**config.mk**
```make
export PLATFORM = sky130hd
export DESIGN_NAME = bsx_exec
export DESIGN_NICKNAME = d
export VERILOG_FILES = /design/src/rtl/bsx_pkg.sv /design/src/rtl/bsx_exec.sv /design/src/rtl/bsx_decode.sv
export VERILOG_INCLUDE_DIRS = /design/src /design/src/rtl
export SDC_FILE = /design/constraint.sdc
export NUM_CORES = 1
export LEC_CHECK = 0
export ABC_AREA = 1
export BUFFER_PORTS_ARGS = -buffer_cell sky130_fd_sc_hd__buf_4
export CORE_MARGIN = 5
export CORE_UTILIZATION = 40
export DETAILED_ROUTE_END_ITERATION = 8
export PLACE_DENSITY = 0.65
export RECOVER_POWER = 50
export SLEW_MARGIN = 5
export SYNTH_ARGS = -nofsm -noshare
export SYNTH_HDL_FRONTEND = slang
export SYNTH_HIERARCHICAL = 1
export SYNTH_SLANG_ARGS = --single-unit
```
**constraint.sdc**
```tcl
create_clock -name ref_clk -period 3 [get_ports ref_clk]
set_input_delay 0.3 -clock ref_clk [delete_from_list [all_inputs] [get_ports ref_clk]]
set_output_delay 0.3 -clock ref_clk [all_outputs]
set_load 0.05 [all_outputs]
```
**src/rtl/bsx_defines.svh**
```systemverilog
`ifndef BSX_DEFINES_SVH
`define BSX_DEFINES_SVH
`define BSX_OPC_BTSS     4'h7
`define BSX_OPC_CALL     3'h4
`define BSX_FADDR_LSB    0
`define BSX_FADDR_MSB    6
`define BSX_BIT_LSB      7
`define BSX_BIT_MSB      9
`define BSX_LIT_MSB      10
`define BSX_LATCH_LO     3
`define BSX_LATCH_HI     4
`define BSX_PC_RST       13'h0000
`define BSX_NOP_WORD     14'h0000
`endif

```
**src/rtl/bsx_pkg.sv**
```systemverilog
package bsx_pkg;
  typedef logic [13:0] bsx_word_t;
  typedef logic [12:0] bsx_pc_t;
  typedef enum logic [2:0] {
    BSX_EXEC  = 3'h1,
    BSX_FLUSH = 3'h2,
    BSX_CALL2 = 3'h4
  } bsx_state_e;
endpackage

```
**src/rtl/bsx_exec.sv**
```systemverilog
`timescale 1ns/1ps
`include "bsx_defines.svh"
// Operation
// RULE1: Skip next instruction when tested bit is one
// RULE2: Discard prefetched word on skip
// RULE3: Run no-op instead; one or two cycles
// RULE4: Call pushes PC plus one onto stack
// RULE5: Literal eleven bits load PC bits 10:0
// RULE6: Latch bits 4:3 give PC 12:11; two cycles
// RULE7: Decode fixed encodings; no status flags touched
module bsx_exec
  import bsx_pkg::*;
#(
  parameter int PC_W = 13
)(
  // Clock, reset, enable
  input  wire logic      ref_clk,
  input  wire logic      arst_n,
  input  wire logic      clkEn,
  // Fetch path: word fetched in the previous cycle
  input  wire bsx_word_t fetchWord,
  // Register file read port
  output logic [6:0]     fileRdAddr,
  input  wire logic [7:0] fileRdData,
  // High-address latch
  input  wire logic [7:0] programCounterHighLatch,
  // Program counter and stack
  output bsx_pc_t        progCounter,
  output logic           stackPush,
  output bsx_pc_t        stackTopEntry,
  // Execute-stage view
  output bsx_word_t      execWord,
  output logic           execValid,
  output logic           skipTaken
);
  // Page and literal split is fixed, so refuse any other width at elaboration
  if (PC_W != 13) begin : gPcWidthChk
    $error("bsx_exec supports only a 13-bit program counter");
  end

  // Sequential fetch address; wraps at the top of program memory
  function automatic bsx_pc_t pcStep(input bsx_pc_t pc);
    pcStep = pc + 13'h0001;
  endfunction

  // Call target: latch page bits above the eleven-bit literal
  function automatic bsx_pc_t callTarget(input logic [7:0] latch, input logic [10:0] lit);
    callTarget = {latch[`BSX_LATCH_HI:`BSX_LATCH_LO], lit};
  endfunction

  logic        isBitTestSet;
  logic        isCall;
  logic [6:0]  fileAddr;
  logic [2:0]  bitSel;
  logic [10:0] callLit;

  bsx_decode uDecode (
    .instrWord    (fetchWord),
    .isBitTestSet (isBitTestSet),
    .isCall       (isCall),
    .fileAddr     (fileAddr),
    .bitSel       (bitSel),
    .callLit      (callLit)
  );

  bsx_state_e state_r, state_nxt;
  bsx_pc_t    pc_r, pc_nxt;
  bsx_pc_t    retAddr_r, retAddr_nxt;
  logic       push_r, push_nxt;
  logic       skip_r, skip_nxt;
  bsx_word_t  word_r, word_nxt;
  logic       valid_r, valid_nxt;
  logic       bitHit;

  assign fileRdAddr = fileAddr;
  assign bitHit     = fileRdData[bitSel]; // RULE1

  always_comb begin
    state_nxt = state_r;
    pc_nxt      = pcStep(pc_r);
    retAddr_nxt = retAddr_r;
    push_nxt  = 1'b0;
    skip_nxt  = 1'b0;
    word_nxt  = fetchWord;
    valid_nxt = 1'b1;
    unique case (state_r)
      BSX_EXEC: begin
        if (isBitTestSet && bitHit) begin
          state_nxt = BSX_FLUSH; // RULE1
          skip_nxt  = 1'b1;
        end else if (isCall) begin
          // PC already points past the call word, so it is the return address
          retAddr_nxt = pc_r; // RULE4
          push_nxt    = 1'b1; // RULE4
          pc_nxt      = callTarget(programCounterHighLatch, callLit); // RULE5 RULE6
          state_nxt = BSX_CALL2; // RULE6
        end
      end
      BSX_FLUSH: begin
        // Prefetched word is dropped so it cannot write anything
        word_nxt  = `BSX_NOP_WORD; // RULE2 RULE3
        valid_nxt = 1'b0; // RULE2
        state_nxt = BSX_EXEC; // RULE3
      end
      BSX_CALL2: begin
        // Word fetched before the jump is stale; second cycle is a no-op
        word_nxt  = `BSX_NOP_WORD; // RULE6
        valid_nxt = 1'b0;
        state_nxt = BSX_EXEC;
      end
      default: begin
        state_nxt = BSX_EXEC;
        pc_nxt    = pc_r;
        valid_nxt = 1'b0;
        word_nxt  = `BSX_NOP_WORD;
      end
    endcase
  end

  // Enable gates every register so a stalled core keeps its place in the stream
  always_ff @(posedge ref_clk or negedge arst_n) begin
    if (!arst_n) begin
      state_r <= BSX_EXEC;
      pc_r    <= `BSX_PC_RST;
      retAddr_r <= `BSX_PC_RST;
      push_r  <= 1'b0;
      skip_r  <= 1'b0;
      word_r  <= `BSX_NOP_WORD;
      valid_r <= 1'b0;
    end else if (clkEn) begin
      state_r <= state_nxt;
      pc_r    <= pc_nxt;
      retAddr_r <= retAddr_nxt;
      push_r  <= push_nxt;
      skip_r  <= skip_nxt;
      word_r  <= word_nxt;
      valid_r <= valid_nxt;
    end
  end

  assign progCounter   = pc_r;
  assign stackTopEntry = retAddr_r;
  assign stackPush     = push_r;
  assign skipTaken     = skip_r;
  assign execWord      = word_r;
  assign execValid     = valid_r;

  // Skip path
  skip_flush_a: assert property (@(posedge ref_clk) disable iff (!arst_n) // RULE2
    clkEn && state_r == BSX_EXEC && isBitTestSet && bitHit ##1 clkEn |=> !execValid)
    else $error("skipped word was not discarded");

  skip_nop_a: assert property (@(posedge ref_clk) disable iff (!arst_n) // RULE3
    state_r == BSX_FLUSH && clkEn |=> execWord == 14'h0000 && state_r == BSX_EXEC)
    else $error("skip did not end in one no-op cycle");

  noskip_a: assert property (@(posedge ref_clk) disable iff (!arst_n) // RULE1
    clkEn && state_r == BSX_EXEC && isBitTestSet && !bitHit |=> !skipTaken && execValid)
    else $error("skip taken with clear bit");

  skip_enter_a: assert property (@(posedge ref_clk) disable iff (!arst_n) // RULE1
    clkEn && state_r == BSX_EXEC && isBitTestSet && bitHit
    |=> state_r == BSX_FLUSH && skipTaken)
    else $error("set bit did not start a skip");

  flush_nocall_a: assert property (@(posedge ref_clk) disable iff (!arst_n) // RULE2
    clkEn && state_r == BSX_FLUSH |=> !stackPush && progCounter == pcStep($past(pc_r)))
    else $error("discarded word changed program flow");

  skip_pulse_a: assert property (@(posedge ref_clk) disable iff (!arst_n) // RULE3
    clkEn && state_r == BSX_FLUSH |=> !skipTaken && state_r == BSX_EXEC)
    else $error("skip lasted more than one extra cycle");

  // Call path
  call_push_a: assert property (@(posedge ref_clk) disable iff (!arst_n) // RULE4
    clkEn && state_r == BSX_EXEC && isCall && !(isBitTestSet && bitHit)
    |=> stackPush && stackTopEntry == $past(pc_r))
    else $error("call pushed wrong return address");

  call_low_a: assert property (@(posedge ref_clk) disable iff (!arst_n) // RULE5
    clkEn && state_r == BSX_EXEC && isCall |=> progCounter[10:0] == $past(callLit))
    else $error("call literal not loaded");

  call_high_a: assert property (@(posedge ref_clk) disable iff (!arst_n) // RULE6
    clkEn && state_r == BSX_EXEC && isCall
    |=> progCounter[12:11] == $past(programCounterHighLatch[4:3]))
    else $error("call page bits wrong");

  call_two_a: assert property (@(posedge ref_clk) disable iff (!arst_n) // RULE6
    clkEn && state_r == BSX_EXEC && isCall ##1 clkEn |=> state_r == BSX_EXEC && !execValid)
    else $error("call not two cycles");

  call_gap_a: assert property (@(posedge ref_clk) disable iff (!arst_n) // RULE6
    clkEn && state_r == BSX_CALL2 |=> !stackPush && !execValid && execWord == 14'h0000)
    else $error("call second cycle was not a no-op");

  push_once_a: assert property (@(posedge ref_clk) disable iff (!arst_n) // RULE4
    stackPush |-> state_r == BSX_CALL2)
    else $error("push outside call");

  top_hold_a: assert property (@(posedge ref_clk) disable iff (!arst_n) // RULE4
    !(clkEn && state_r == BSX_EXEC && isCall) |=> $stable(stackTopEntry))
    else $error("return address moved without a call");

  // Whole block
  seq_step_a: assert property (@(posedge ref_clk) disable iff (!arst_n) // RULE3
    clkEn && (state_r == BSX_FLUSH || state_r == BSX_CALL2 || (state_r == BSX_EXEC && !isCall))
    |=> progCounter == pcStep($past(pc_r)))
    else $error("program counter did not step by one");

  plain_exec_a: assert property (@(posedge ref_clk) disable iff (!arst_n) // RULE7
    clkEn && state_r == BSX_EXEC && !isCall && !(isBitTestSet && bitHit)
    |=> execValid && !skipTaken && !stackPush && execWord == $past(fetchWord))
    else $error("plain word not retired unchanged");

  // Clock enable low must hold every register, the push pulse included
  freeze_hold_a: assert property (@(posedge ref_clk) disable iff (!arst_n)
    !clkEn |=> $stable(state_r) && $stable(pc_r) && $stable(retAddr_r) && $stable(word_r)
    && $stable(push_r) && $stable(skip_r) && $stable(valid_r))
    else $error("state moved while clock enable was low");

  state_legal_a: assert property (@(posedge ref_clk) disable iff (!arst_n)
    $onehot(state_r))
    else $error("sequencer left its one-hot codes");
endmodule

```
**src/rtl/bsx_decode.sv**
```systemverilog
`timescale 1ns/1ps
`include "bsx_defines.svh"
module bsx_decode
  import bsx_pkg::*;
(
  // Instruction word
  input  wire bsx_word_t instrWord,
  // Decoded fields
  output logic           isBitTestSet,
  output logic           isCall,
  output logic [6:0]     fileAddr,
  output logic [2:0]     bitSel,
  output logic [10:0]    callLit
);
  always_comb begin
    isBitTestSet = (instrWord[13:10] == `BSX_OPC_BTSS); // RULE7
    isCall       = (instrWord[13:11] == `BSX_OPC_CALL); // RULE7
    fileAddr     = instrWord[`BSX_FADDR_MSB:`BSX_FADDR_LSB];
    bitSel       = instrWord[`BSX_BIT_MSB:`BSX_BIT_LSB];
    callLit      = instrWord[`BSX_LIT_MSB:0];
  end
endmodule

```
==> results by group, run 1 <==
Run status
  – Status: complete, but fails checks
  – Failing checks: hold timing

Timing
  – Fin Hold WS: -9.97 ps
  – Max-slew headroom: 58.4%
  – Max Transition Viols Final: 0
  – Final worst setup slack: 1040 ps
  – Final Hold Viols: 10
  – Tcrit/Tclk final: 65.3%
  – Maximum operating frequency: 510 MHz
  – Fin crit period: 1960 ps
  – Least-Margin Pin Slew: 627 ps
  – RSZ-0062 raised after global routing: no
  – Layout Skew: 10.2 ps
  – Final setup violation count: 0
  – Fin Setup TNS: 0 ps

Floorplan
  – Die Area: 8270 µm²
  – Die X: 90.9 µm
  – Die height: 90.9 µm
  – Initial Util: 41.3%
  – Row count: 29
  – I/O pin count: 83
  – Core box area: 6350 µm²

Logic synthesis
  – Post-Syn Area: 2620 µm²
  – EDFF count, synth: 0
  – Unique masters post-synth: 32
  – Post-synth ARST share: 100%
  – Syn_nets: 344
  – Register area share after synthesis: 44.0%
  – Main synth FF type: dfrtp_1
  – #FFs+latches synth: 46
  – Cells after synthesis: 310
  – Ys Warns: 6
  – Syn Area/Cell: 8.45 µm²

CTS
  – H-Tree Depth: 2
  – Root Buffer: clkbuf_8
  – # hold bufs at CTS: 0
  – CTS tree: yes
  – Post-CTS Resized: 0
  – Worst-Skew Late Latency: 300 ps
  – Clk sink count: 46
  – Total setup buffers inserted after CTS: 0
  – Bufs on Longest Clock Path: 2
  – CTS Buf Count: 5
  – Clk slew on worst S/H paths: 90 ps

Placement
  – PortBufs: 76
  – Dpl ws: 873 ps
  – GP Congestion: 0.823
  – Placed cell count: 432
  – Hpwl dp: 4.43 mm

Power and ir drop
  – Reg power frac: 31.7%
  – Clock share of power: 14.5%
  – PwrDens: 1080 nW/µm²
  – Pint: 0.00161 W
  – Combinational power share: 53.8%
  – Pleak: 1.62 nW
  – Max IR drop VDD: 0.489 mV
  – P_sw: 0.00171 W
  – Sw frac: 51.4%

Drt
  – Routed vias: 2,138
  – Drt wl/cell: 13.7 µm
  – DRT Pass-1 Iters: 4
  – Antenna-violating nets left: 0
  – WL final: 6.02 mm
  – Vias per cell: 4.86
  – Drt drc: 0
  – Starting DRT DRC Count: 139

Job
  – Max Cap Viol: 0

Global route
  – Antenna violations before repair: 0
  – GR Overflow Total: 0
  – Routing usage on met1: 20.8%
  – First-pass GRT wire length: 10.4 mm
  – Largest net degree at the start of global routing: 47
  – Met2 Usage GRT: 22.6%
  – Vias in the first global route: 2,134
  – Grt peak-use layer: met2
  – Total track usage: 15.2%
  – Met3 GRT Util: 4.71%

Cells and area
  – Cell Count, Final, Fillers Out: 440
  – Fillers: 631
  – Layout cells sized above 1: 25.1%
  – Post-layout util: 48.3%
  – ANT cells: 0
  – Synth-to-Final Area Change: 17.0%
  – Nets: 396

Critical path
  – Worst R2R Setup Slack: 1040 ps
  – Crit path buffers/inverters: 2
  – Kind of critical path: reg -> reg
  – Peak per-stage delay on the critical path: 540 ps
  – Critical Path AT: 2150 ps
  – Worst setup SP type: flip-flop
  – Slowest-stage cell, CP: dfstp_2
  – Reg2reg start: state_r[0]
  – Crit path capture type: flip-flop
  – CP startpoint: state_r[0]
  – Largest fanout on the critical path: 28
  – Top delay family on crit path: simple AND/OR/NAND/NOR gates
  – CP required: 3190 ps
  – Crit-path cells: inv_1 -> nor2_1 -> nand2_1 -> inv_2 -> nand3_4 -> nand2_1 -> o21ai_2
  – Critical Path Most Common Cell: nand2_1

Hold path
  – Hold/Removal Path Class: in -> async
## layout make-up
cell class / count / area, µm² / share of cell area [%]
Sequential cell: 46 / 1150 / 37.6
Multi-Input combinational cell: 187 / 1040 / 33.9
Timing Repair Buffer: 77 / 492 / 16.0
Inverter: 45 / 169 / 5.51
Tap cell: 77 / 96.3 / 3.14
Clock buffer: 7 / 86.3 / 2.82
Clock inverter: 1 / 30.0 / 0.979
## synthesized netlist by cell type (2+ instances only)
library cell	count	area share (%)
nor3_1	4	0.76
o21ai_0	4	0.76
xor2_1	6	2.0
nand2_1	85	12
nand4_1	15	3.6
inv_2	3	0.43
buf_4	22	6.3
nand3_4	3	2.0
inv_1	41	5.9
nand3_2	2	0.76
nand2_2	6	1.4
o21ai_2	14	4.7
nand3_1	18	3.4
buf_2	4	0.76
nor2_1	9	1.3
a22o_1	14	4.7
dfrtp_1	45	43
## sequential cells by signal, indices dropped and copies added, names as in the netlist
signal         cells
execValid          1
state_r            3
skipTaken          1
stackTopEntry     13
stackPush          1
progCounter       13
execWord          14
## cell families (layout without fill, tap and decap cells)
group / count (synthesis) / in the layout / share of synthesized area [%]
AO/OA/AOI/OAI: 33 / 33 / 10.3
XOR/XNOR: 7 / 7 / 2.34
adder cells (fa/ha/maj): 1 / 1 / 0.477
buffers and inverters: 77 / 130 / 16.1
flip-flops: 46 / 46 / 44.0
AND/OR/NAND/NOR: 146 / 146 / 26.8
## power by group through the flow
stage / registers [W] / logic, W / clock network, W
CTS: 0.00105 / 0.00188 / 0.000497
global route: 0.00109 / 0.00193 / 0.000522
floorplan: 0.00179 / 0.000628 / 0
global placement: 0.00106 / 0.00185 / 0
detailed placement: 0.00106 / 0.00188 / 0
finish: 0.00105 / 0.00179 / 0.000480
## metal layers
metal,vias up,wire [µm]
met2,67,2650
met4,0,108
met3,7,429
met1,994,2830
met5,-,0
li1,1070,-
## cells in the final DEF (no fill, tap or decap)
master / instances
nand3b_2: 1
o21ai_0: 4
nor2_1: 10
nand3_1: 18
nand3_4: 3
inv_1: 41
clkinv_1: 1
nor3_2: 1
clkbuf_8: 6
a22o_1: 14
o21ai_2: 14
nand3_2: 2
bufinv_16: 1
clkbuf_1: 24
dfrtp_1: 45
nor3_1: 4
nand3b_1: 1
inv_2: 3
dfstp_2: 1
buf_4: 54
xor2_1: 6
xnor2_1: 1
nand2_2: 5
o21ai_1: 1
nand4_1: 15
ha_1: 1
nand2_1: 86
## final timing paths
check / end / cells after the start
worst min-delay path: execWord[13] / 1
worst max register to register: stackTopEntry[5] / 7
min in group ref_clk: execWord[11] / 2
worst min register to register: stackTopEntry[4] / 2
worst max-delay path: stackTopEntry[5] / 7
max in group asynchronous: progCounter[10] / 1
## through the flow
step	total power (W)	instance area, µm²
6_report	0.00332	3070
5_1_grt	0.00354	3070
4_1_cts	0.00343	3160
3_5_place_dp	0.00294	3040
3_3_place_gp	0.00291	3040
2_1_floorplan	0.00241	2620
No activity file was read; power rests on OpenSTA's default activity.
==> inputs of run 2 (changes only) <==
--- a/config.mk
+++ b/config.mk
@@ -11,7 +11,7 @@
 export CORE_MARGIN = 5
 export CORE_UTILIZATION = 40
 export DETAILED_ROUTE_END_ITERATION = 8
-export PLACE_DENSITY = 0.65
+export PLACE_DENSITY = 0.68
 export RECOVER_POWER = 50
 export SLEW_MARGIN = 5
 export SYNTH_ARGS = -nofsm -noshare
==> constraint.sdc (replaced) <==
create_clock -name ref_clk -period 1.7 [get_ports ref_clk]
set_input_delay 0.17 -clock ref_clk [delete_from_list [all_inputs] [get_ports ref_clk]]
set_output_delay 0.17 -clock ref_clk [all_outputs]
set_load 0.05 [all_outputs]
==> results by group, run 2 (synthesis gave the netlist of run 1 again) <==
Cells and area
  – Final instance area: 3130 µm²
  – Largest register FFs: 14
  – Post-layout util: 49.3%
  – Nets: 401
  – Synth-to-Final Area Change: 19.6%
  – Fillers: 612
  – ANT cells: 0
  – Commonest cells after routing, fill and taps aside: nand2_1, buf_4, dfrtp_1
  – Most common cell after layout, fill and taps aside: nand2_1
  – Layout cells sized above 1: 27.7%

Timing
  – Tcrit/Tclk final: 91.0%
  – Final setup violation count: 0
  – Fin crit period: 1550 ps
  – Max-slew headroom: 22.9%
  – Final Hold Viols: 0
  – Least-Margin Pin Slew: 1160 ps
  – Fin Setup TNS: 0 ps
  – Maximum operating frequency: 647 MHz
  – Fin Hold WS: 93.9 ps
  – Layout Skew: 8.11 ps
  – RSZ-0062 raised after global routing: yes
  – Max Transition Viols Final: 0

Drt
  – Vias per cell: 4.83
  – Starting DRT DRC Count: 121
  – Drt drc: 0
  – Drt wl/cell: 13.7 µm
  – Antenna-violating nets left: 0
  – DRT Pass-1 Iters: 4
  – Routed vias: 2,148
  – WL final: 6.10 mm

Placement
  – Placed cell areas: 3090 µm²
  – PortBufs: 76
  – Hpwl dp: 4.46 mm
  – GP Congestion: 0.832

Power and ir drop
  – Tot Pwr: 0.00591 W
  – Pleak: 1.64 nW
  – PwrDens: 1880 nW/µm²
  – Max IR drop VDD: 0.883 mV

CTS
  – Worst-Skew Late Latency: 300 ps
  – Clk slew on worst S/H paths: 90 ps
  – Total setup buffers inserted after CTS: 0
  – Bufs on Longest Clock Path: 2
  – Root Buffer: clkbuf_8
  – H-Tree Depth: 2
  – Clk sink count: 46
  – CTS tree: yes
  – CTS Buf Count: 5

Global route
  – Largest net degree at the start of global routing: 47
  – Antenna violations before repair: 0
  – Total track usage: 15.4%
  – Vias in the first global route: 2,201
  – First-pass GRT wire length: 10.7 mm
  – GR Overflow Total: 0

Critical path
  – CP required: 1890 ps
  – Critical Path AT: 1740 ps
  – Kind of critical path: reg -> reg
  – Crit path capture type: flip-flop
  – Cells on worst reg2reg path: 9
  – Worst setup SP type: flip-flop
  – Largest fanout on the critical path: 6

Floorplan
  – Core box area: 6350 µm²
  – Die X: 90.9 µm
  – Row count: 29
  – I/O pin count: 83
  – Die height: 90.9 µm
  – Die Area: 8270 µm²
  – Initial Util: 41.3%

Job
  – Max Cap Viol: 0

Hold path
  – Hold/Removal Path Class: in -> reg
  – Hold path cells: 2

Run status
  – Status: completed
==> run 2: cell types whose count changed in the layout (fill, tap and decap cells not counted), moves of 2 or more <==
cell,previous run,this run
buf_4,54,56
clkinvlp_4,0,2
dfrtp_1,45,42
dfrtp_2,0,3
nor2_1,10,8
==> run 2: path summary, 6_finish.rpt <==
kind                                   from               end  slack, ps
min                           fetchWord[13]      execWord[13]         90
max in group asynchronous            arst_n    progCounter[0]        270
max                          progCounter[0]    progCounter[6]        150
min reg2reg                stackTopEntry[8]  stackTopEntry[8]        490
max reg2reg                  progCounter[0]    progCounter[6]        150
min in group asynchronous            arst_n         execValid        640
==> run 2: layout make-up <==
| cell class | instances | area [µm²] | share of cell area [%] |
|---|---|---|---|
| Timing Repair Buffer | 82 | 542 | 17.3 |
| Tap cell | 77 | 96.3 | 3.08 |
| Multi-Input combinational cell | 187 | 1060 | 33.7 |
| Sequential cell | 46 | 1160 | 36.9 |
| Clock inverter | 3 | 45.0 | 1.44 |
| Clock buffer | 5 | 68.8 | 2.20 |
| Inverter | 45 | 169 | 5.39 |
==> run 2: layer usage <==
metal  vias to the layer above  wire length (µm)  part of all wire [%]  GRT usage (%)
li1                       1086                 -                     -              -
met1                       982              2770                    45           20.8
met2                        72              2820                    46           23.6
met3                         8               420                   6.9           5.12
met4                         0                85                   1.4           4.28
met5                         -                 0                     0              0
==> run 2: through the flow <==
stage	instances	setup WS, ps
global placement	436	156
global route	445	-15.7
finish	445	154
CTS	445	56.6
detailed placement	436	81.8
floorplan	310	22.1
==> run 2: power breakdown <==
group	switching [W]	internal [W]	leakage, nW
clock network	0.000396	0.000438	0.0504
registers	0.000348	0.00151	0.590
logic	0.00233	0.000884	0.999
==> run 2: worst max-delay path, cell delays in order, from the launching register on <==
cell and delay, ps:
dfrtp_2 430, ha_1 190, nand2_1 100, nor2_4 140
nand2_1 90, nor2_1 120, xor2_1 170, nand2_1 70
nand3_1 80, nand2_1 50
==> run 2: repair_timing <==
action                                  in CTS  in global routing
hold endpoints to repair                    45                  0
endpoints found under the setup margin       0                  5
hold buffers                                 1                  0
resized for setup                            0                  4
